File: src/rst_pwr_consts.vh
/*
 * constants for the reset and power-down sequencer: register map,
 * reset values, state indicator codes and hold counts.
 * assumes a 100 MHz system clock and a single 32-bit AXI4-Lite slave.
 */
`ifndef RST_PWR_CONSTS_VH
`define RST_PWR_CONSTS_VH

// ****************************************************************
// register map (byte addresses)
// ****************************************************************
`define ADDR_MSTOP_CTRL 5'h00
`define ADDR_MSTOP_STATE 5'h04
`define ADDR_PWR_CTRL 5'h08
`define ADDR_PWR_STATUS 5'h0c
`define ADDR_WAKE_CODE 5'h10

// ****************************************************************
// reset values and fields
// ****************************************************************
`define MSTOP_RESET 32'h0000_0000
`define PWR_CTRL_RST_TYPE_BIT 0
`define PWR_CTRL_WDT_MODE_BIT 1
`define PWR_CTRL_RESET 2'h0
`define WAKE_NMI_CODE 12'h1c0
`define WAKE_IRL_BASE 12'h200
`define WAKE_MOD_CODE 12'h400

// ****************************************************************
// state indicator encodings {hi, lo}
// ****************************************************************
`define IND_NORMAL 2'h0
`define IND_RESET 2'h3
`define IND_SLEEP 2'h2

// ****************************************************************
// hold counts, in ticks of the respective clock enable; divider ratios in system clocks
// ****************************************************************
`define CRYSTAL_CLOCK_POR_HOLD 12'd20
`define CRYSTAL_CLOCK_WDT_SETUP 12'd1
`define CRYSTAL_CLOCK_WDT_HOLD 12'd3774
`define PCK_POR_HOLD 12'd45
`define PCK_WDT_SETUP 12'd5
`define CRYSTAL_CLOCK_DIV 4'd4
`define PCK_DIV 4'd2

`endif

File: src/tick_div.v
/*
 * clock enable divider: one-cycle pulse every div_i cycles.
 * assumes a synchronous active-high reset on the system clock.
 */
`timescale 1ns/10ps
`default_nettype none
module tick_div (
  input wire clk_sys_i,
  input wire sys_rst_i,
  input wire [3:0] div_i,
  output reg tick_o
);
  reg [3:0] cnt;

  always @(posedge clk_sys_i) begin
    if (sys_rst_i) begin
      cnt <= 4'h0;
      tick_o <= 1'b0;
    end else if (cnt >= div_i - 4'h1) begin
      cnt <= 4'h0;
      tick_o <= 1'b1;
    end else begin
      cnt <= cnt + 4'h1;
      tick_o <= 1'b0;
    end
  end
endmodule
`default_nettype wire

File: src/rst_pwr_ctrl.v
/*
 * reset and power-down sequencer with module clock stop control and
 * an AXI4-Lite register slave.
 * assumes all pins are synchronous to clk_sys_i; crystal and peripheral
 * clock rates are modelled as enables from two dividers.
 */
// Decided for this implementation: the AXI4-Lite interface to the registers and the placing of the registers.
// Operation
// - after power-on release, hold reset 20 crystal then 45 peripheral ticks.
// - power-on reset shows at once; normal shows on peripheral tick.
// - watchdog overflow enters reset after 1 crystal then 5 peripheral ticks.
// - watchdog power-on reset held 3774 crystal then 45 peripheral ticks.
// - watchdog manual reset held at least 3774 crystal ticks.
// - watchdog reset indicator changes happen on peripheral ticks.
// - sleep instruction halts the core keeping its registers.
// - peripherals and clock output keep running in sleep.
// - sleep shows indicator high bit 1, low bit 0.
// - NMI, level lines or module interrupts end sleep despite block bit.
// - wake by interrupt starts exception handling and loads event code.
// - power-on, watchdog power-on or manual reset ends sleep.
// - stop register is longword only; a 1 stops that module clock.
// - stopped modules keep registers and pins, resume unchanged.
// - clearing a stop bit restores clock and ends standby.
// - in RTC backup every module but the RTC stops and loses state.
// - watchdog overflow gives power-on if type bit 0, manual if 1.
`timescale 1ns/10ps
`default_nettype none
`include "rst_pwr_consts.vh"
module rst_pwr_ctrl (
  input wire clk_sys_i,
  input wire sys_rst_i,
  input wire por_n_i,
  input wire wdt_overflow_i,
  input wire sleep_req_i,
  input wire nmi_i,
  input wire [7:0] interrupt_level_inputs_i,
  input wire module_irq_i,
  input wire rtc_backup_i,
  input wire [31:0] module_busy_i,
  input wire [4:0] s_axi_awaddr,
  input wire s_axi_awvalid,
  output wire s_axi_awready,
  input wire [31:0] s_axi_wdata,
  input wire [3:0] s_axi_wstrb,
  input wire s_axi_wvalid,
  output wire s_axi_wready,
  output reg [1:0] s_axi_bresp,
  output reg s_axi_bvalid,
  input wire s_axi_bready,
  input wire [4:0] s_axi_araddr,
  input wire s_axi_arvalid,
  output wire s_axi_arready,
  output reg [31:0] s_axi_rdata,
  output reg [1:0] s_axi_rresp,
  output reg s_axi_rvalid,
  input wire s_axi_rready,
  output reg cpu_reset_o,
  output reg manual_reset_o,
  output reg cpu_halt_o,
  output reg wake_exception_o,
  output reg [11:0] interrupt_event_code_o,
  output reg [31:0] module_clk_en_o,
  output reg module_reset_o,
  output reg state_indicator_hi_o,
  output reg state_indicator_lo_o,
  output wire external_clock_output_o
);

  // ****************************************************************
  // clock enables
  // ****************************************************************
  wire crystal_clock_tick;
  wire pck_tick;
  reg clk_out;

  tick_div u_crystal_clock (
    .clk_sys_i(clk_sys_i),
    .sys_rst_i(sys_rst_i),
    .div_i(`CRYSTAL_CLOCK_DIV),
    .tick_o(crystal_clock_tick)
  );

  tick_div u_pck (
    .clk_sys_i(clk_sys_i),
    .sys_rst_i(sys_rst_i),
    .div_i(`PCK_DIV),
    .tick_o(pck_tick)
  );

  // clock output toggles in every state, sleep included
  always @(posedge clk_sys_i) begin
    if (sys_rst_i)
      clk_out <= 1'b0;
    else if (pck_tick)
      clk_out <= ~clk_out;
  end
  assign external_clock_output_o = clk_out;

  // ****************************************************************
  // registers
  // ****************************************************************
  reg [31:0] mstop;
  reg [1:0] pwr_ctrl;
  reg [1:0] wake_cause;

  // ****************************************************************
  // sequencer
  // ****************************************************************
  localparam ST_RUN = 8'h01;
  localparam ST_POR_X = 8'h02;
  localparam ST_POR_P = 8'h04;
  localparam ST_WSET_X = 8'h08;
  localparam ST_WSET_P = 8'h10;
  localparam ST_WHOLD_X = 8'h20;
  localparam ST_SLEEP = 8'h40;
  localparam ST_WAKE = 8'h80;

  reg [7:0] state;
  reg [7:0] next_state;
  reg [11:0] cnt;
  reg [11:0] next_cnt;
  reg wdt_manual;
  reg next_wdt_manual;
  reg por_prev;
  wire wake_irq = nmi_i | (|interrupt_level_inputs_i) | module_irq_i;
  wire wdt_rst_en = pwr_ctrl[`PWR_CTRL_WDT_MODE_BIT];

  always @* begin
    next_state = state;
    next_cnt = cnt;
    next_wdt_manual = wdt_manual;
    case (state)
      ST_RUN, ST_SLEEP, ST_WAKE: begin
        if (state == ST_RUN && sleep_req_i)
          next_state = ST_SLEEP;
        // any interrupt ends sleep, exception block bit is not consulted
        if (state == ST_SLEEP && wake_irq)
          next_state = ST_WAKE;
        if (state == ST_WAKE && pck_tick)
          next_state = ST_RUN;
        if (wdt_overflow_i && wdt_rst_en) begin
          next_state = ST_WSET_X;
          next_cnt = 12'd0;
          next_wdt_manual = pwr_ctrl[`PWR_CTRL_RST_TYPE_BIT];
        end
      end
      ST_POR_X: begin
        // the 20-tick hold only starts once the pin has been released
        if (por_prev && crystal_clock_tick) begin
          if (cnt == `CRYSTAL_CLOCK_POR_HOLD - 12'd1) begin
            next_state = ST_POR_P;
            next_cnt = 12'd0;
          end else
            next_cnt = cnt + 12'd1;
        end
      end
      ST_POR_P: begin
        if (pck_tick) begin
          if (cnt == `PCK_POR_HOLD - 12'd1) begin
            next_state = ST_RUN;
            next_cnt = 12'd0;
          end else
            next_cnt = cnt + 12'd1;
        end
      end
      ST_WSET_X: begin
        if (crystal_clock_tick) begin
          next_state = ST_WSET_P;
          next_cnt = 12'd0;
        end
      end
      ST_WSET_P: begin
        if (pck_tick) begin
          if (cnt == `PCK_WDT_SETUP - 12'd1) begin
            next_state = ST_WHOLD_X;
            next_cnt = 12'd0;
          end else
            next_cnt = cnt + 12'd1;
        end
      end
      ST_WHOLD_X: begin
        if (crystal_clock_tick) begin
          if (cnt == `CRYSTAL_CLOCK_WDT_HOLD - 12'd1) begin
            next_cnt = 12'd0;
            // manual reset ends after the crystal hold alone
            next_state = wdt_manual ? ST_RUN : ST_POR_P;
          end else
            next_cnt = cnt + 12'd1;
        end
      end
      default: begin
        next_state = ST_POR_X;
        next_cnt = 12'd0;
      end
    endcase
    // pin reset overrides everything, including a pending wake
    if (!por_n_i) begin
      next_state = ST_POR_X;
      next_cnt = 12'd0;
      next_wdt_manual = 1'b0;
    end
  end

  always @(posedge clk_sys_i) begin
    if (sys_rst_i) begin
      state <= ST_POR_X;
      cnt <= 12'd0;
      wdt_manual <= 1'b0;
      por_prev <= 1'b0;
    end else begin
      state <= next_state;
      cnt <= next_cnt;
      wdt_manual <= next_wdt_manual;
      por_prev <= por_n_i;
    end
  end

  // ****************************************************************
  // outputs toward core, peripherals and pins
  // ****************************************************************
  wire in_reset = (state == ST_POR_X) | (state == ST_POR_P) |
    (state == ST_WHOLD_X);
  localparam [1:0] IND_RST = `IND_RESET;
  localparam [1:0] IND_SLP = `IND_SLEEP;
  localparam [1:0] IND_RUN = `IND_NORMAL;

  always @(posedge clk_sys_i) begin
    if (sys_rst_i) begin
      cpu_reset_o <= 1'b1;
      manual_reset_o <= 1'b0;
      cpu_halt_o <= 1'b0;
      wake_exception_o <= 1'b0;
      interrupt_event_code_o <= 12'h000;
      wake_cause <= 2'h0;
      module_reset_o <= 1'b1;
      module_clk_en_o <= 32'h0000_0000;
      state_indicator_hi_o <= 1'b1;
      state_indicator_lo_o <= 1'b1;
    end else begin
      cpu_reset_o <= (next_state == ST_POR_X) | (next_state == ST_POR_P) |
        ((next_state == ST_WHOLD_X) & ~next_wdt_manual);
      manual_reset_o <= (next_state == ST_WHOLD_X) & next_wdt_manual;
      // the core is only gated; its register file is untouched
      cpu_halt_o <= (next_state == ST_SLEEP);
      wake_exception_o <= (state == ST_SLEEP) & (next_state == ST_WAKE);
      if (state == ST_SLEEP && next_state == ST_WAKE) begin
        if (nmi_i) begin
          interrupt_event_code_o <= `WAKE_NMI_CODE;
          wake_cause <= 2'h1;
        end else if (|interrupt_level_inputs_i) begin
          interrupt_event_code_o <= `WAKE_IRL_BASE |
            {4'h0, interrupt_level_inputs_i};
          wake_cause <= 2'h2;
        end else begin
          interrupt_event_code_o <= `WAKE_MOD_CODE;
          wake_cause <= 2'h3;
        end
      end
      // backup power-off clears every module except the RTC
      module_reset_o <= rtc_backup_i | (next_state == ST_POR_X) |
        (next_state == ST_POR_P);
      // a stopped module only loses its clock, so it resumes unchanged
      module_clk_en_o <= rtc_backup_i ? 32'h0000_0000 : ~mstop;
      // reset shows immediately when the pin drops
      if (!por_n_i) begin
        state_indicator_hi_o <= IND_RST[1];
        state_indicator_lo_o <= IND_RST[0];
      end else if (pck_tick) begin
        if (in_reset) begin
          state_indicator_hi_o <= IND_RST[1];
          state_indicator_lo_o <= IND_RST[0];
        end else if (state == ST_SLEEP) begin
          state_indicator_hi_o <= IND_SLP[1];
          state_indicator_lo_o <= IND_SLP[0];
        end else begin
          state_indicator_hi_o <= IND_RUN[1];
          state_indicator_lo_o <= IND_RUN[0];
        end
      end
    end
  end

  // ****************************************************************
  // AXI4-Lite slave
  // ****************************************************************
  reg aw_full;
  reg w_full;
  reg [4:0] aw_addr;
  reg [31:0] w_data;
  reg [3:0] w_strb;

  assign s_axi_awready = ~aw_full & ~s_axi_bvalid;
  assign s_axi_wready = ~w_full & ~s_axi_bvalid;
  assign s_axi_arready = ~s_axi_rvalid;
  wire do_write = aw_full & w_full & ~s_axi_bvalid;
  // partial-width writes are refused rather than merged
  wire full_word = (w_strb == 4'hf);

  always @(posedge clk_sys_i) begin
    if (sys_rst_i) begin
      aw_full <= 1'b0;
      w_full <= 1'b0;
      aw_addr <= 5'h00;
      w_data <= 32'h0000_0000;
      w_strb <= 4'h0;
      s_axi_bvalid <= 1'b0;
      s_axi_bresp <= 2'h0;
      mstop <= `MSTOP_RESET;
      pwr_ctrl <= `PWR_CTRL_RESET;
    end else begin
      if (s_axi_awvalid && s_axi_awready) begin
        aw_full <= 1'b1;
        aw_addr <= s_axi_awaddr;
      end
      if (s_axi_wvalid && s_axi_wready) begin
        w_full <= 1'b1;
        w_data <= s_axi_wdata;
        w_strb <= s_axi_wstrb;
      end
      if (do_write) begin
        aw_full <= 1'b0;
        w_full <= 1'b0;
        s_axi_bvalid <= 1'b1;
        s_axi_bresp <= 2'h2;
        if (aw_addr == `ADDR_MSTOP_CTRL && full_word) begin
          mstop <= w_data;
          s_axi_bresp <= 2'h0;
        end else if (aw_addr == `ADDR_PWR_CTRL && full_word) begin
          pwr_ctrl <= w_data[1:0];
          s_axi_bresp <= 2'h0;
        end
      end else if (s_axi_bvalid && s_axi_bready)
        s_axi_bvalid <= 1'b0;
    end
  end

  always @(posedge clk_sys_i) begin
    if (sys_rst_i) begin
      s_axi_rvalid <= 1'b0;
      s_axi_rdata <= 32'h0000_0000;
      s_axi_rresp <= 2'h0;
    end else if (s_axi_arvalid && s_axi_arready) begin
      s_axi_rvalid <= 1'b1;
      s_axi_rresp <= 2'h0;
      case (s_axi_araddr)
        `ADDR_MSTOP_CTRL: s_axi_rdata <= mstop;
        `ADDR_MSTOP_STATE: s_axi_rdata <= ~module_clk_en_o;
        `ADDR_PWR_CTRL: s_axi_rdata <= {30'h0, pwr_ctrl};
        `ADDR_PWR_STATUS: s_axi_rdata <= {20'h0, wake_cause, state,
          state_indicator_hi_o, state_indicator_lo_o};
        `ADDR_WAKE_CODE: s_axi_rdata <= {20'h0, interrupt_event_code_o};
        default: begin
          s_axi_rdata <= 32'h0000_0000;
          s_axi_rresp <= 2'h2;
        end
      endcase
    end else if (s_axi_rvalid && s_axi_rready)
      s_axi_rvalid <= 1'b0;
  end
endmodule
`default_nettype wire

File: config.mk
export PLATFORM = sky130hd
export DESIGN_NAME = rst_pwr_ctrl
export DESIGN_NICKNAME = d
export VERILOG_FILES = /design/src/tick_div.v /design/src/rst_pwr_ctrl.v
export VERILOG_INCLUDE_DIRS = /design/src
export SDC_FILE = /design/constraint.sdc
export NUM_CORES = 1
export LEC_CHECK = 0
export BUFFER_PORTS_ARGS = -buffer_cell sky130_fd_sc_hd__buf_2
export CORE_MARGIN = 2
export CORE_UTILIZATION = 25
export DETAILED_ROUTE_END_ITERATION = 16
export SKIP_CTS_REPAIR_TIMING = 1
export SLEW_MARGIN = 5
export SYNTH_ARGS = -nofsm -noshare
export SYNTH_HDL_FRONTEND = slang
export SYNTH_SLANG_ARGS = --single-unit
File: constraint.sdc
create_clock -name clk_sys_i -period 2.45 [get_ports clk_sys_i]
set_input_delay 0.49 -clock clk_sys_i [delete_from_list [all_inputs] [get_ports clk_sys_i]]
set_output_delay 0.49 -clock clk_sys_i [all_outputs]
set_load 0.01 [all_outputs]
==> results.txt, run 1 <==
* Required time worst endpoint: 2.78 ns
- Post-synth cell types: 60
- Final setup violation count: 0
* Top cells by count, synth: 198 x sky130_fd_sc_hd__dfxtp_1, 138 x sky130_fd_sc_hd__nand2_1, 138 x sky130_fd_sc_hd__nor2_1, 63 x sky130_fd_sc_hd__a21oi_1, 55 x sky130_fd_sc_hd__mux2i_1
* Vias: 7064
- STA classifies the critical path endpoint as a register.
- Clock latency at the later pin of the worst-skew pair: 0.44 ns
- Drc violations: 0
- Routability cong.: 0.876
- Net switching is 25.4% of the power.
- Yosys printed 0 warnings.
- Top cell type's share of synthesized area: 49.9%
- In this run, the clock network consumes 42.4% of the power.
- Summing all multi-input logic gate instances after layout gives 3680 sq um.
* Fill cell instance count of the final layout: 3313
- Instance count of the mapped netlist: 919
- Post-layout instance count excluding filler cells: 1490
- Clock tree from TritonCTS: built
* Cell count after placement: 1458
- Entering global routing, the biggest net connects 121 pins.
* Switching power of the nets: 0.00168 W
* Largest vdd supply drop: 0.000394 V
- The biggest area contributor in the post-synthesis netlist is sky130_fd_sc_hd__dfxtp_1.
- The flow ran to the end, and the final reports show no timing, DRC or antenna violations.
- Area used by sequential logic in the layout: 3960 sq um
- Of the total power, combinational logic draws 6.8%.
- Internal power: 0.00494 W
* Vias in the first global route: 6753
- For this run, the post-layout net count is 1181.
- After detailed routing, the total wire length is 24300 um.
- Final Util: 31.6%
- The share of the Yosys chip area taken by registers is 49.9%.
* Clk slew on worst S/H paths: 0.08 ns
- Post-synthesis area per instance: 8.65 sq um
- After Yosys synthesis, XOR and XNOR cells account for 0.551% of the synthesized area.
* Fraction of layout cells with a size suffix above 1: 23.3%
- The synthesized design contains 198 register bits.
- Initial detailed-routing violation count: 362
- Measured against the total synthesized area, the mux share comes to 6.93%.
- Leading cell types by total area after synthesis: sky130_fd_sc_hd__dfxtp_1 50%, sky130_fd_sc_hd__mux2i_1 6.9%, sky130_fd_sc_hd__nand2_1 6.5%
- Share of the cycle needed by the critical path after routing: 92.6%
- Die Width: 182 um
* Final max-slew violation count: 0
* Number of flops mapped to enable cells by yosys: 0
- The smallest clock period supported by the final layout is computed as 2.27 ns.
- For the pin with the worst max-slew slack, the measured transition is 0.660 ns.
- Compound-Gate Fraction of Synth Area: 13.7%
* Largest family of logic cells by synthesized area: simple AND/OR/NAND/NOR gates
* Headroom to the max-slew limit: 56.0%
- Post-synthesis cell area: 7950 sq um
* IO Port Bufs: 156
* Sink Count: 198
- Fin Clk Skew: 0.0144 ns
* Worst EP arrival: 2.60 ns
- For this run, asynchronously set or reset flops after synthesis account for 0%.
- Tightest hold margin: 0.226 ns
- After floorplanning, the core was sized to cover 31400 sq um.
- Number of hold violations in the final report: 0
- The critical path is of the reg -> reg type.
- Congestion Overflow GR: 0
- Worst setup slack before clock tree synthesis: 0.0308 ns
* Arithmetic-cell share of the synthesized area counting full adders, half adders and majority gates: 1.10%
- Post-detail-place hpwl: 17100 um
- STA classifies the critical path startpoint as a register.
- Number of buffers between clock root and the deepest sink: 2
* Fmax achieved: 441 MHz
- Max_cap viols: 0
- Overall routing resource usage: 14.8%
* Number of primary I/O pins: 192
- Most used standard cell by instance count after synthesis: sky130_fd_sc_hd__dfxtp_1
* Hold Path Class: in -> reg
* Clk root buf: sky130_fd_sc_hd__clkbuf_16
- Power density normalized to cell area: 669 nW/um^2
* Most used DFF post-synth: sky130_fd_sc_hd__dfxtp_1
* Seq pwr share: 50.8%
- Standard-cell row count: 65
- Die span in y: 182 um
- Maximum fanout along the worst path: 13
- In the final routed layout, each cell accounts on average for 16.3 um.
* Global-route wire length before repair: 38300 um
* Antenna violations before repair: 3
* 1st-pass router iterations: 4
* Final setup TNS: 0 ns
* Crit path setup slack, layout: 0.182 ns
- Of the total synthesized cell area, the portion taken by AND, OR, NAND and NOR gates is 23.5%.
* Area growth from synthesis to layout: 24.8%
* Leakage power: 3.98 nW
- Initial Util: 25.3%
- Number of buffers added by the clock tree synthesis step: 17
- Setup repair after global routing left no endpoint under its margin.
- Antenna Diode Count: 0
* ANT nets after route: 0
- The die covers 33200 sq um.
- Average vias per placed instance: 4.74
- Number of levels in the clock H-tree: 4
-- per-stage QoR --
step,power (W),instance area (sq um)
floorplan,0.00368,7970
finish,0.00663,9910
detailed placement,0.00391,9330
CTS,0.00674,9910
global placement,0.00390,9330
global route,0.00693,9910
-- worst max-delay path, cell delays in order (launching register included) --
cell and delay, ns:
sky130_fd_sc_hd__dfxtp_1 0.34, sky130_fd_sc_hd__nor4_2 0.46, sky130_fd_sc_hd__and3_1 0.29, sky130_fd_sc_hd__o31a_1 0.20
sky130_fd_sc_hd__and3_1 0.53, sky130_fd_sc_hd__nand3b_1 0.18, sky130_fd_sc_hd__o211a_1 0.16
-- power by group through the flow --
| stage | Clock [W] | Combinational, W | Sequential, W |
|---|---|---|---|
| 6_report | 0.00281 | 0.000452 | 0.00337 |
| 5_1_grt | 0.00304 | 0.000506 | 0.00338 |
| 4_1_cts | 0.00291 | 0.000465 | 0.00337 |
| 3_5_place_dp | 0 | 0.000464 | 0.00344 |
| 3_3_place_gp | 0 | 0.000458 | 0.00344 |
| 2_1_floorplan | 0 | 0.000238 | 0.00344 |
-- sequential cells by signal, summed over array words and instances (netlist names), 2 cells and up --
signal,count
aw_addr,5
cnt,12
interrupt_event_code_o,11
module_clk_en_o,32
mstop,32
pwr_ctrl,2
s_axi_rdata,32
state,8
u_crystal_clock.cnt,4
u_pck.cnt,4
w_data,32
w_strb,4
wake_cause,2
-- path summary, 6_finish.rpt --
check	end	from	cells after the start	slack (ns)
max	wake_cause[0]	state[3]	6	0.18
min	s_axi_rvalid	s_axi_rready	2	0.23
max reg2reg	wake_cause[0]	state[3]	6	0.18
min reg2reg	u_crystal_clock.cnt[0]	u_crystal_clock.cnt[0]	1	0.43
-- layer usage --
metal | vias up | GRT usage (%) | part of all wire [%]
met2 | 203 | 23.7 | 45
li1 | 3486 | - | -
met1 | 3346 | 19.3 | 46
met3 | 25 | 4.13 | 6.7
met5 | - | 0 | 0.12
met4 | 4 | 4.29 | 1.4
-- placed cells by master (no fill, tap or decap), types with 7 or more instances in the layout --
| cell | Yosys | routed |
|---|---|---|
| sky130_fd_sc_hd__a21oi_1 | 63 | 62 |
| sky130_fd_sc_hd__a22oi_1 | 32 | 32 |
| sky130_fd_sc_hd__and2_1 | 9 | 8 |
| sky130_fd_sc_hd__and3_1 | 8 | 8 |
| sky130_fd_sc_hd__buf_2 | 5 | 155 |
| sky130_fd_sc_hd__buf_4 | 3 | 40 |
| sky130_fd_sc_hd__clkbuf_16 | 0 | 17 |
| sky130_fd_sc_hd__dfxtp_1 | 198 | 198 |
| sky130_fd_sc_hd__ha_1 | 7 | 7 |
| sky130_fd_sc_hd__inv_1 | 18 | 18 |
| sky130_fd_sc_hd__mux2i_1 | 55 | 55 |
| sky130_fd_sc_hd__nand2_1 | 138 | 138 |
| sky130_fd_sc_hd__nand3_1 | 19 | 19 |
| sky130_fd_sc_hd__nand3b_1 | 10 | 10 |
| sky130_fd_sc_hd__nand4_1 | 10 | 10 |
| sky130_fd_sc_hd__nor2_1 | 138 | 137 |
| sky130_fd_sc_hd__nor3_1 | 20 | 19 |
| sky130_fd_sc_hd__o21ai_0 | 34 | 34 |
| sky130_fd_sc_hd__o221ai_1 | 9 | 9 |
| sky130_fd_sc_hd__o22ai_1 | 8 | 8 |
-- cell type report --
type / count / share of cell area (%)
Tap cell: 402 / 5.07
Multi-Input combinational cell: 643 / 37.2
Sequential cell: 198 / 40.0
Timing Repair Buffer: 197 / 11.3
Inverter: 18 / 0.682
Clock buffer: 19 / 4.47
Clock inverter: 13 / 1.38
-- kinds of logic after synthesis --
group,count (synthesis)
AND/OR/NAND/NOR,401
buffers and inverters,83
AO/OA/AOI/OAI,169
multiplexers,55
other,1
adder cells (fa/ha/maj),7
XOR/XNOR,5
flip-flops,198
No activity file was read; power rests on OpenSTA's default activity.
==> inputs of run 2 (changes only) <==
--- a/config.mk
+++ b/config.mk
@@ -10,6 +10,7 @@
 export CORE_MARGIN = 2
 export CORE_UTILIZATION = 25
 export DETAILED_ROUTE_END_ITERATION = 16
+export RECOVER_POWER = 50
 export SKIP_CTS_REPAIR_TIMING = 1
 export SLEW_MARGIN = 5
 export SYNTH_ARGS = -nofsm -noshare
==> run 2 against run 1 <==
Critical path depth is the same. Hold slack lost 0.0023 ns. Clock skew about the same. Flip-flop and latch count did not move. Die area unchanged. Sequential share of layout area grew 0.47 points. Cell count is the same. Sequential power about the same. Maximum frequency is 0.18% higher. Via count rose by 0.21%. Critical endpoint unchanged. Largest power group unchanged.
==> results.txt, run 2 (same netlist as run 1, synthesis figures left out) <==
- The run finished with clean final reports.
- In this run the critical register-to-register path is captured at wake_cause[0].
- Worst Hold Endpoint: s_axi_rvalid
- Max_cap viols: 0 (unchanged)
- The shortest period the worst path allows was 2.26 ns (-0.00416 ns).
- Congestion Overflow GR: 0 (unchanged)
- The portion of the clock cycle consumed by the worst path in the final layout came to 92.4% (-0.17 points).
* Launch instance of the worst register-to-register path: state[3]
- Setup repair after global routing left no endpoint under its margin.
- The floorplan die height came to 182 um (unchanged).
- The starting density of the core came to 25.3% (unchanged).
- Crit path capture type: register
- Number of buffers between clock root and the deepest sink: 2 (unchanged)
- The floorplan row count was 65 (unchanged).
- The die footprint came to 33200 sq um (unchanged).
- The CTS clock-pin slew for the worst setup and hold paths came to 0.08 ns (about the same).
- The tree is rooted in a sky130_fd_sc_hd__clkbuf_16.
- The number of antenna violations at the first check in global routing came to 3 (unchanged).
- Final net count: 1181 (unchanged)
* Area growth from synthesis to layout: 23.3%
* Hold Path Class: in -> reg
- The number of nets with antenna violations after routing came to 0 (unchanged).
- The maximum clock rate is 442 MHz (+0.18%).
- The total number of vias was 7079 (+0.21%).
- Sink Count: 198 (unchanged)
- The slew of the pin with the lowest slew margin came to 1.44 ns (+0.785 ns).
- TritonCTS built the clock tree.
- The count of antenna diodes in the layout was 0 (unchanged).
- The largest net degree at the start of global routing is 121 (unchanged).
* Core area: 31400 sq um (unchanged)
- The clock network latency to the later pin of the worst-skew pair was 0.43 ns (about the same).
- The via count of the first global-routing pass is 6753 (unchanged).
- The average detailed-routed wire length per instance is 16.4 um (+0.12%).
* Largest vdd supply drop: 0.000393 V (-0.13%)
* Hold Startpoint: s_axi_rready
- Headroom to the max-slew limit: 3.69% (-52 points)
- The number of buffers inserted during clock tree synthesis is 17 (unchanged).
- Number of hold violations in the final report: 0 (unchanged)
* Final non-filler cell area: 9800 sq um (-1.2%)
- The minimum setup slack in the final design is 0.186 ns (+0.00416 ns).
* Fraction of layout cells with a size suffix above 1: 15.9% (-7.4 points)
- Number of levels in the clock H-tree: 4 (unchanged)
- Leakage power: 3.66 nW (-8.0%)
- Worst EP arrival: 2.59 ns (about the same)
- The reg-to-reg setup timing slack came to 0.19 ns (about the same).
- The number of setup violations in the final report is 0 (unchanged).
- The critical path is of the reg -> reg type.
- The worst clock skew on the final layout came to 0.0141 ns (-0.000315 ns).
* Number of primary I/O pins: 192 (unchanged)
* Cell depth of the worst flop-to-flop path: 6 (unchanged)
- Routability cong.: 0.876 (unchanged)
- The count of port buffers added during placement is 156 (unchanged).
* Post-layout total power: 0.00662 W (about the same)
- The power per cell area is 676 nW/um^2 (+1.1%).
- The width of the die was 182 um (unchanged).
- The via density per instance was 4.75 (+0.21%).
* Placement Cell Area: 9330 sq um (unchanged)
- The global routing usage summed across all routing layers was 14.8% (unchanged).
- Maximum fanout along the worst path: 13 (unchanged)
- The total DRC errors in the routed layout came to 0 (unchanged).
- Post-detail-place hpwl: 17100 um (unchanged)
- The data required time of the worst path was 2.78 ns (about the same).
- The total detailed-routing wirelength is 24400 um (+0.12%).
- Most frequent standard cell in the layout excluding fill and tap cells: sky130_fd_sc_hd__dfxtp_1
* Hold Path Cell Cnt: 2 (unchanged)
* Worst setup slack before clock tree synthesis: 0.0308 ns (unchanged)
- The first-iteration detailed-routing DRC count came to 393 (+8.6%).
- The first-pass iteration count of the detailed router came to 5 (+1).
- STA classifies the critical path startpoint as a register.
- The wire length of the first global-routing pass is 38300 um (unchanged).
- The number of pins with negative max-slew slack in the final report is 0 (unchanged).
* Commonest non-fill, non-tap cells in the layout: 198 x sky130_fd_sc_hd__dfxtp_1, 139 x sky130_fd_sc_hd__nand2_1, 137 x sky130_fd_sc_hd__nor2_1
- Final setup TNS: 0 ns (unchanged)
==> run 2: where the power goes <==
group          internal, W  switching [W]
clock              0.00147        0.00135
combinational     0.000153       0.000287
sequential         0.00331      0.0000567
==> run 2: metrics by stage <==
| step | std cells | hold slack, ns | util, % |
|---|---|---|---|
| 6_report | 1490 | 0.224 | 31.2 |
| 5_1_grt | 1490 | 0.221 | 31.2 |
| 4_1_cts | 1490 | 0.201 | 31.6 |
| 3_5_place_dp | 1458 | 0.426 | 29.7 |
| 3_3_place_gp | 1458 | 0.409 | 29.7 |
| 2_1_floorplan | 924 | 0.398 | - |
==> run 2: layer usage <==
| metal | global-route usage, % | part of all wire (%) | wire, um |
|---|---|---|---|
| met3 | 4.13 | 6.3 | 1540 |
| met4 | 4.29 | 1.4 | 342 |
| met5 | 0 | 0.12 | 30 |
| met1 | 19.3 | 47 | 11400 |
| met2 | 23.7 | 45 | 11100 |
==> run 2: worst max-delay path by stage <==
stage,to,depth (start not counted),from
2_1_floorplan,cpu_reset_o,7,state[1]
3_3_place_gp,interrupt_event_code_o[9],8,interrupt_level_inputs_i[0]
3_5_place_dp,interrupt_event_code_o[9],8,interrupt_level_inputs_i[0]
4_1_cts,cnt[8],6,state[1]
5_1_grt,wake_cause[0],6,state[3]
6_report,wake_cause[0],6,state[3]
==> run 2: area by class of cell <==
type                    count  area, sq um
multi-input cells         643         3680
repair buffers            197         1000
well taps                 402          503
clock inverters            13          136
clock buffers              19          443
fillers                  3354        21600
flip-flops and latches    198         3960
inverters                  18         67.6
==> run 2: worst max-delay path, cell delays in order (launching register included) <==
cell                       delay (ns)
sky130_fd_sc_hd__dfxtp_1         0.34
sky130_fd_sc_hd__nor4_2          0.46
sky130_fd_sc_hd__and3_1          0.29
sky130_fd_sc_hd__o31a_1          0.20
sky130_fd_sc_hd__and3_1          0.53
sky130_fd_sc_hd__nand3b_1        0.18
sky130_fd_sc_hd__o211a_1         0.16
